--- src/eag_pkg.sv ---
// Package for the effective address generator: mode codes, widths, reset values.
// Assumes a single core clock domain; no software-visible registers.
package eag_pkg;
    localparam int unsigned LOW_W = 16;
    localparam int unsigned EXT_W = 4;
    localparam int unsigned ADDR_W = 20;
    localparam logic [19:0] ADDR_RST = 20'h0_0000;
    localparam logic [15:0] WORD_RST = 16'h0000;
    localparam logic [3:0] FIELD_RST = 4'h0;
    localparam logic [15:0] BYTE_ARG_STEP = 16'h0001;
    localparam logic [15:0] WORD_ARG_STEP = 16'h0002;

    typedef enum logic [3:0] {
        EAG_ACC_OFFSET_MODE = 4'b0000,
        EAG_EXTENDED_MODE = 4'b0001,
        EAG_LONG_EXTENDED_MODE = 4'b0010,
        EAG_IMMEDIATE_BYTE_MODE = 4'b0011,
        EAG_IMMEDIATE_WORD_MODE = 4'b0100,
        EAG_SHORT_INDEXED_MODE = 4'b0101,
        EAG_WORD_INDEXED_MODE = 4'b0110,
        EAG_LONG_INDEXED_MODE = 4'b0111,
        EAG_IMPLIED_OPERAND_MODE = 4'b1000,
        EAG_POST_MODIFIED_INDEX_MODE = 4'b1001,
        EAG_SHORT_BRANCH_MODE = 4'b1010,
        EAG_LONG_BRANCH_MODE = 4'b1011
    } eag_mode_e;

    typedef enum logic [1:0] {
        EAG_SEL_X = 2'b00,
        EAG_SEL_Y = 2'b01,
        EAG_SEL_Z = 2'b10
    } eag_index_e;
endpackage : eag_pkg
--- src/eag_adder20.sv ---
// 20-bit address adder: bank-joined base plus an already-extended offset.
// Assumes both operands are valid in the same cycle; purely combinational.
`timescale 1ns/100ps
module eag_adder20 (
    input wire logic [19:0] base_i,
    input wire logic [19:0] offset_i,
    output logic [19:0] sum_o
);
    logic [20:0] wide_sum;

    // Carry out of bit 15 reaches the upper nibble; carry out of bit 19 is dropped
    assign wide_sum = {1'b0, base_i} + {1'b0, offset_i}; // [RULE8]
    assign sum_o = wide_sum[19:0]; // [RULE14]
endmodule : eag_adder20

--- src/eag_effective_address_generator.sv ---
// Effective address generator: forms a 20-bit address for every addressing mode.
// Assumes decoder inputs, index registers and PC are steady in the request cycle.
`timescale 1ns/100ps
// Operation
// (RULE1) Nine addressing types are handled, with one or more variants in each.
// (RULE2) Accumulator offset: index X, Y or Z plus accumulator E.
// (RULE3) Short indexed: unsigned 8-bit offset added to chosen index register.
// (RULE4) Word indexed: signed 16-bit offset added to chosen index register.
// (RULE5) Long indexed: signed 20-bit offset added to X, Y or Z.
// (RULE6) Post-modified: use X unchanged first, then add signed byte to X.
// (RULE7) Each mode yields a 16-bit low address joined with a 4-bit upper part.
// (RULE8) Carry or borrow out of low 16 bits adjusts the upper nibble.
// (RULE9) Address computation never changes any extension field.
// (RULE10) Accumulator E is sign-extended to 20 bits before the addition.
// (RULE11) Taken branch adds signed byte or word offset to program bank and PC.
// (RULE12) Extended mode joins data extension field above the operand word.
// (RULE13) Immediate modes address the argument right after the instruction.
// (RULE14) All 20-bit sums wrap; carry out of bit 19 is discarded.
module eag_effective_address_generator (
    input wire logic clk_i,
    input wire logic rstn_i,
    input wire logic req_i,
    input wire logic [3:0] mode_i,
    input wire logic [1:0] index_sel_i,
    input wire logic [19:0] operand_i,
    input wire logic branch_taken_i,
    input wire logic [15:0] index_reg_x_i,
    input wire logic [15:0] index_reg_y_i,
    input wire logic [15:0] index_reg_z_i,
    input wire logic [3:0] x_extension_field_i,
    input wire logic [3:0] y_extension_field_i,
    input wire logic [3:0] z_extension_field_i,
    input wire logic [3:0] data_extension_field_i,
    input wire logic [3:0] program_extension_field_i,
    input wire logic [15:0] acc_e_i,
    input wire logic [15:0] pc_i,
    output logic valid_o,
    output logic [19:0] addr_o,
    output logic uses_memory_o,
    output logic pc_load_o,
    output logic [19:0] new_pc_o,
    output logic index_x_write_o,
    output logic [19:0] new_index_x_o
);
    // ------------------------------------------------------------
    // Operand selection
    // ------------------------------------------------------------
    eag_pkg::eag_mode_e mode;
    logic [19:0] base;
    logic [19:0] offset;
    logic [19:0] sum;
    logic [19:0] x_joined;
    logic [19:0] y_joined;
    logic [19:0] z_joined;
    logic [19:0] pc_joined;
    logic [19:0] acc_sext;
    logic [19:0] byte_zext;
    logic [19:0] byte_sext;
    logic [19:0] word_sext;
    logic [19:0] post_sum;
    logic [19:0] next_addr;
    logic next_uses_memory;
    logic is_branch;
    logic is_post_modified;

    assign mode = eag_pkg::eag_mode_e'(mode_i);
    assign x_joined = {x_extension_field_i, index_reg_x_i};
    assign y_joined = {y_extension_field_i, index_reg_y_i};
    assign z_joined = {z_extension_field_i, index_reg_z_i};
    assign pc_joined = {program_extension_field_i, pc_i};

    // ------------------------------------------------------------
    // Offset extension
    // ------------------------------------------------------------
    // Every offset is widened to 20 bits before the add, so one adder
    // serves every address sum and bank carries reach the upper nibble for free
    assign acc_sext = {{4{acc_e_i[15]}}, acc_e_i};
    assign byte_zext = {12'h000, operand_i[7:0]};
    assign byte_sext = {{12{operand_i[7]}}, operand_i[7:0]};
    assign word_sext = {{4{operand_i[15]}}, operand_i[15:0]};

    // ------------------------------------------------------------
    // Mode decode
    // ------------------------------------------------------------
    assign is_branch = (mode == eag_pkg::EAG_SHORT_BRANCH_MODE)
        || (mode == eag_pkg::EAG_LONG_BRANCH_MODE);
    assign is_post_modified = (mode == eag_pkg::EAG_POST_MODIFIED_INDEX_MODE);

    // ------------------------------------------------------------
    // Base selection
    // ------------------------------------------------------------
    // Base is the index register joined with its own extension field
    always_comb begin
        case (eag_pkg::eag_index_e'(index_sel_i))
            eag_pkg::EAG_SEL_Y: base = y_joined;
            eag_pkg::EAG_SEL_Z: base = z_joined;
            default: base = x_joined;
        endcase
        // Immediate and relative modes count from the program counter instead
        if (mode inside {eag_pkg::EAG_IMMEDIATE_BYTE_MODE, eag_pkg::EAG_IMMEDIATE_WORD_MODE,
            eag_pkg::EAG_SHORT_BRANCH_MODE, eag_pkg::EAG_LONG_BRANCH_MODE}) begin
            base = pc_joined; // [RULE11] [RULE13]
        end
    end

    // ------------------------------------------------------------
    // Offset selection
    // ------------------------------------------------------------
    always_comb begin
        offset = eag_pkg::ADDR_RST;
        case (mode) // [RULE1]
            eag_pkg::EAG_ACC_OFFSET_MODE: begin
                offset = acc_sext; // [RULE2] [RULE10]
            end
            eag_pkg::EAG_SHORT_INDEXED_MODE: begin
                offset = byte_zext; // [RULE3]
            end
            eag_pkg::EAG_WORD_INDEXED_MODE: begin
                offset = word_sext; // [RULE4]
            end
            eag_pkg::EAG_LONG_INDEXED_MODE: begin
                offset = operand_i; // [RULE5]
            end
            eag_pkg::EAG_IMMEDIATE_BYTE_MODE, eag_pkg::EAG_IMMEDIATE_WORD_MODE: begin
                // Argument sits right after the opcode word at the program counter
                offset = {4'h0, eag_pkg::WORD_ARG_STEP}; // [RULE13]
            end
            eag_pkg::EAG_SHORT_BRANCH_MODE: begin
                offset = byte_sext; // [RULE11]
            end
            eag_pkg::EAG_LONG_BRANCH_MODE: begin
                offset = word_sext; // [RULE11]
            end
            default: begin
                // Undefined codes fall back to the bare index register
                offset = eag_pkg::ADDR_RST;
            end
        endcase
    end

    eag_adder20 u_main_adder (
        .base_i(base),
        .offset_i(offset),
        .sum_o(sum)
    );

    // Post-increment of X uses its own adder so the address path stays short
    eag_adder20 u_post_adder (
        .base_i(x_joined),
        .offset_i(byte_sext),
        .sum_o(post_sum)
    ); // [RULE6]

    // ------------------------------------------------------------
    // Address result
    // ------------------------------------------------------------
    always_comb begin
        next_uses_memory = 1'b1;
        case (mode)
            eag_pkg::EAG_EXTENDED_MODE: begin
                next_addr = {data_extension_field_i, operand_i[15:0]}; // [RULE12] [RULE7]
            end
            eag_pkg::EAG_LONG_EXTENDED_MODE: begin
                next_addr = operand_i;
            end
            eag_pkg::EAG_POST_MODIFIED_INDEX_MODE: begin
                next_addr = x_joined; // [RULE6]
            end
            eag_pkg::EAG_IMPLIED_OPERAND_MODE: begin
                // Operands are internal resources; no memory access follows
                next_addr = eag_pkg::ADDR_RST;
                next_uses_memory = 1'b0;
            end
            eag_pkg::EAG_SHORT_BRANCH_MODE, eag_pkg::EAG_LONG_BRANCH_MODE: begin
                next_addr = sum;
                next_uses_memory = 1'b0;
            end
            default: begin
                next_addr = sum; // [RULE7] [RULE8]
            end
        endcase
    end

    // ------------------------------------------------------------
    // Registered outputs
    // ------------------------------------------------------------
    always_ff @(posedge clk_i or negedge rstn_i) begin
        if (!rstn_i) begin
            valid_o <= 1'b0;
            addr_o <= eag_pkg::ADDR_RST;
            uses_memory_o <= 1'b0;
        end else begin
            valid_o <= req_i;
            if (req_i) begin
                addr_o <= next_addr;
                uses_memory_o <= next_uses_memory;
            end
        end
    end

    // ------------------------------------------------------------
    // Branch target
    // ------------------------------------------------------------
    // Target follows every request; only the load pulse says it is taken
    always_ff @(posedge clk_i or negedge rstn_i) begin
        if (!rstn_i) begin
            pc_load_o <= 1'b0;
            new_pc_o <= eag_pkg::ADDR_RST;
        end else begin
            pc_load_o <= req_i && branch_taken_i && is_branch; // [RULE11]
            if (req_i) begin
                new_pc_o <= sum;
            end
        end
    end

    // ------------------------------------------------------------
    // Index write-back
    // ------------------------------------------------------------
    // Only X of the post-modified mode is written back; extension fields
    // stay untouched because no port carries a new value for them
    always_ff @(posedge clk_i or negedge rstn_i) begin
        if (!rstn_i) begin
            index_x_write_o <= 1'b0;
            new_index_x_o <= eag_pkg::ADDR_RST;
        end else begin
            index_x_write_o <= req_i && is_post_modified; // [RULE6]
            if (req_i) begin
                new_index_x_o <= {x_extension_field_i, post_sum[15:0]}; // [RULE9]
            end
        end
    end
endmodule : eag_effective_address_generator

--- config.mk ---
export PLATFORM = sky130hd
export DESIGN_NAME = eag_effective_address_generator
export DESIGN_NICKNAME = d
export VERILOG_FILES = /design/src/eag_pkg.sv /design/src/eag_adder20.sv /design/src/eag_effective_address_generator.sv
export SDC_FILE = /design/constraint.sdc
export NUM_CORES = 1
export LEC_CHECK = 0
export BUFFER_PORTS_ARGS = -buffer_cell sky130_fd_sc_hd__buf_2
export CORE_MARGIN = 4
export CORE_UTILIZATION = 55
export DETAILED_ROUTE_END_ITERATION = 6
export HOLD_SLACK_MARGIN = 0.1
export PLACE_DENSITY_LB_ADDON = 0.12
export SETUP_SLACK_MARGIN = 0.1
export SLEW_MARGIN = 40
export SYNTH_ARGS = -nofsm -noshare
export SYNTH_HDL_FRONTEND = slang
export SYNTH_SLANG_ARGS = --single-unit
--- constraint.sdc ---
create_clock -name clk_i -period 1.3 [get_ports clk_i]
set_input_delay 0.39 -clock clk_i [delete_from_list [all_inputs] [get_ports clk_i]]
set_output_delay 0.39 -clock clk_i [all_outputs]
set_load 0.03 [all_outputs]
==> key figures, run 1 <==
Run status
  – Status: aborted with a tool error
  – Stopped at: 4_1_cts
  – Error: [ERROR DPL-0033] detailed placement checks failed during check placement.

Synthesis
  – Xor/xnor share of the synthesized area: 4.51%
  – Post-synthesis simple-gate area fraction: 15.4%
  – Yosys reg bits: 64
  – Multiplexer share of the synthesized area: 6.28%
  – Yosys top cell by area: dfrtp_1
  – Post-synth EDFFs: 0
  – Compound-gate portion of the synthesized area: 29.9%
  – Post-Syn Instances: 615
  – Seq/Total Area, Yosys: 30.6%
  – Main synth FF type: dfrtp_1
  – Post-synth ARST share: 100%
  – Synth Net Count: 783
  – Post-synth cell types: 67
  – Synth area leaders: dfrtp_1, ha_1, mux2_2
  – Share of the synthesized area in the top cell type: 30.6%
  – Main combinational cell family by area after synthesis: compound AO/OA/AOI/OAI gates
  – Post-Syn Area: 5240 µm²
  – Adder-cell share of the synthesized area: 9.36%
  – Syn_area_per_cell: 8.52 µm²
  – Ys Warns: 0

Clock network
  – Clock sink count: 64
  – Max Root-Sink Buffers: 2
  – Post-CTS Setup Inserts: 37
  – Post_cts resized: 250
  – H-tree depth: 3
  – Root Buffer: clkbuf_8
  – Cts bufs inserted: 9
  – Hold buffers post-CTS: 1

Floorplanning
  – Die Y: 106 µm
  – Initial core utilization: 56.7%
  – Std-Cell Rows: 35
  – Die Wd: 106 µm
  – IO Pins: 194

Placed design
  – Dpl ws: -2.20 ns
  – Routability cong.: 1.02
  – DP Cell Count: 1063
  – Port bufs: 193
  – Post-DP HPWL: 17.2 mm
[cell families after synthesis]
logic type	after synthesis
buffers and inverters	48
DFF	64
adders and majority gates	38
xor gates and xnor gates	27
AOI/OAI and AO/OA	232
muxes	29
and+or+nand+nor	177
[synth_stat cells (all sizes together), types with 9 or more instances]
cell and n:
o21a 9, inv 10, nor2 59, buf 11, clkbuf 26, a21oi 52, a31oi 14, o21ai 50
a221o 11, a21o 12, dfrtp 64, xnor2 19, nand2 65, a22oi 31, ha 36, mux2 28
[stage by stage]
stage	area, µm²	hold WS [ns]
2_1_floorplan	5460	0.0944
3_3_place_gp	7660	0.389
3_5_place_dp	7660	0.396
==> inputs of run 2 (changes only) <==
--- a/config.mk
+++ b/config.mk
@@ -7,11 +7,9 @@
 export LEC_CHECK = 0
 export BUFFER_PORTS_ARGS = -buffer_cell sky130_fd_sc_hd__buf_2
 export CORE_MARGIN = 4
-export CORE_UTILIZATION = 55
+export CORE_UTILIZATION = 40
 export DETAILED_ROUTE_END_ITERATION = 6
-export HOLD_SLACK_MARGIN = 0.1
-export PLACE_DENSITY_LB_ADDON = 0.12
-export SETUP_SLACK_MARGIN = 0.1
+export PLACE_DENSITY_LB_ADDON = 0.15
 export SLEW_MARGIN = 40
 export SYNTH_ARGS = -nofsm -noshare
 export SYNTH_HDL_FRONTEND = slang
==> key figures, run 2 <==
Finish
  – # diodes: 0
  – Largest regs: addr_o x20, new_index_x_o x20, new_pc_o x20
  – Nets@finish: 1174
  – Commonest non-fill, non-tap cells in the layout: buf_4, buf_2, buf_6
  – Non-Filler Instances: 1183
  – P&R area growth vs syn: 86.9%
  – Most common cell after layout, fill and taps aside: buf_4
  – Share of cells above drive strength 1: 58.2%

Synthesis
  – Ys Warns: 0 (unchanged)
  – Post-synth ARST share: 100% (unchanged)
  – Share of the synthesized area in the top cell type: 30.6% (unchanged)
  – Post-synth EDFFs: 0 (unchanged)
  – Yosys top cell by area: dfrtp_1
  – Yosys reg bits: 64 (unchanged)
  – Syn_area_per_cell: 8.52 µm² (unchanged)
  – Post-synth top cells: nand2_1, dfrtp_1, nor2_1
  – Main synth FF type: dfrtp_1
  – Synth Net Count: 783 (unchanged)
  – Post-Syn Instances: 615 (unchanged)
  – Post-Syn Area: 5240 µm² (unchanged)
  – Synth area leaders: dfrtp_1, ha_1, mux2_2
  – Most frequent cell after synthesis: nand2_1
  – Seq/Total Area, Yosys: 30.6% (unchanged)
  – Post-synth cell types: 67 (unchanged)

Drt
  – Vias: 6714
  – Routed vias/inst: 5.68
  – WL final: 24.3 mm
  – Initial DRC Count: 547
  – First-pass DRT Iterations: 5
  – Antenna viol nets, final: 0
  – DRC: 0
  – Avg WL per Cell: 20.5 µm

Power
  – Comb pwr share: 53.6%
  – Clock Power Share: 22.1%
  – P_int: 7.11 mW
  – Switching Share: 38.7%
  – P per Cell Area: 1180 nW/µm²
  – Leak: 4.70 nW
  – Register share of total power: 24.3%
  – Worst IR Drop VDD: 0.901 mV
  – Switching power: 4.49 mW

Run status
  – Status: complete, but fails checks
  – Failing checks: setup timing

Clock network
  – Clock transition at path regs: 0.06 ns
  – Hold buffers post-CTS: 0 (-1)
  – Max Root-Sink Buffers: 2 (unchanged)
  – Clk Latency, worst-skew pair: 0.35 ns
  – H-tree depth: 3 (unchanged)
  – Cts bufs inserted: 9 (unchanged)
  – Root Buffer: clkbuf_16
  – Clock sink count: 64 (unchanged)
  – CTS tree: built

Setup path
  – Buffer and inverter count on the worst path: 3
  – CP startpoint kind: input pin
  – CP Capture Type: flop
  – Worst Path Arrival: 3.37 ns
  – CP Cell Sequence: buf_6 -> or4b_4 -> o21ai_4 -> buf_12 -> buf_4 -> o21ai_4 -> fa_2 -> a21oi_2 -> o21ai_2 -> a211o_4 -> a211oi_2 -> o21ai_2 -> xor2_1 -> mux2_4
  – Worst path depth: 14
  – CP Class: input pin to flop
  – CP top delay family: compound AO/OA/AOI/OAI gates
  – WP data required: 1.53 ns
  – Critical Path Max Stage Delay: 0.54 ns
  – Worst path slowest cell: or4b_4
  – Reg2Reg Depth: 3
  – CP max FO: 6

Global routing
  – Total track usage: 30.2%
  – Initial antenna violation count: 0
  – Vias in the first global route: 6497
  – Largest net degree at the start of global routing: 65
  – Grt ovf: 0
  – First-pass GRT wire length: 34.7 mm

Placed design
  – DP Cell Count: 1113 (+4.7%)
  – Routability cong.: 1.06 (+4.0%)
  – Port bufs: 193 (unchanged)
  – Dpl ws: -2.21 ns (-0.0189 ns)
  – Post-DP HPWL: 17.4 mm (+1.1%)

Timing
  – Clk_skew: 0 ns
  – Slew headroom: 68.5%
  – Setup ws final: -1.84 ns
  – F_max: 318 MHz
  – Number of failing hold endpoints at the final stage: 0
  – Slew @ Worst Pin: 0.468 ns
  – Fin crit share: 242%
  – Min Clock Period, post-route: 3.14 ns
  – Pins Over Slew Limit: 0
  – # setup viols final: 59
  – RSZ-0062 raised after global routing: yes

Worst hold path
  – Hold Path Class: input pin to asynchronous set/reset pin

Floorplanning
  – Initial core utilization: 41.2% (-16 points)
  – Core area: 12700 µm²
  – Die area: 15000 µm²
  – Std-Cell Rows: 41 (+17%)
  – Die Wd: 122 µm (+16%)
  – Die Y: 122 µm (+16%)
  – IO Pins: 194 (unchanged)

Flow run
  – Max-cap violations: 0
[run 2: area by class of cell]
type	count	area (µm²)
Inverter	11	41.3
Clock buffer	13	260
Clock inverter	3	40.0
Multi-Input combinational cell	503	4330
Fill cell	883	2930
Sequential cell	64	1600
Tap cell	172	215
Timing Repair Buffer	417	3300
[run 2: cells by family after synthesis]
| family | Yosys count | synth area share [%] |
|---|---|---|
| buffers and inverters | 48 | 3.96 |
| muxes | 29 | 6.28 |
| AOI/OAI and AO/OA | 232 | 29.9 |
| and+or+nand+nor | 177 | 15.4 |
| adders and majority gates | 38 | 9.36 |
| xor gates and xnor gates | 27 | 4.51 |
| DFF | 64 | 30.6 |
[run 2: through the flow]
| step | setup TNS (ns) | utilization (%) | hold WS (ns) | total power [mW] | instance area (µm²) |
|---|---|---|---|---|---|
| after floorplan | -68.84 | - | 0.0944 | 5.31 | 5460 |
| after global placement | -84.77 | 61.2 | 0.431 | 7.18 | 7780 |
| after detailed placement | -85.96 | 61.2 | 0.438 | 7.23 | 7780 |
| after CTS | -61.79 | 71.7 | 0.0739 | 10.7 | 9120 |
| after global routing | -69.52 | 77.0 | 0.0933 | 12.1 | 9790 |
| final | -66.71 | 77.0 | 0.0579 | 11.6 | 9790 |
[run 2: per-layer routing]
layer	wire, µm	global-route usage [%]
met5	0	0
met4	545	9.94
met2	11200	47.0
met1	10600	43.3
met3	1870	4.15
[run 2: worst paths after layout]
kind / to / start / slack (ns)
max reg2reg: addr_o[13] / addr_o[13] / 0.34
max: new_pc_o[18] / mode_i[0] / -1.84
min in group clk_i: pc_load_o / branch_taken_i / 0.33
max in group asynchronous: new_pc_o[17] / rstn_i / 0.94
min reg2reg: new_index_x_o[6] / new_index_x_o[6] / 0.50
min: new_index_x_o[3] / rstn_i / 0.06
[run 2: what timing repair did]
action / CTS / global route
cloned: 1 / 0
resized for setup: 209 / 149
pin swaps: 67 / 54
endpoints found under the hold margin: 0 / 0
setup buffers: 31 / 30
endpoints found under the setup margin: 82 / 99
[run 2: power groups by stage]
stage          Clock (mW)  Sequential (mW)  Combinational (mW)
4_1_cts              2.56             2.76                5.42
3_5_place_dp            0             2.74                4.49
5_1_grt              2.66             2.86                6.54
6_report             2.57             2.82                6.22
3_3_place_gp            0             2.73                4.45
2_1_floorplan           0             3.59                1.72
Note: power is estimated with default switching activity, not from simulation.
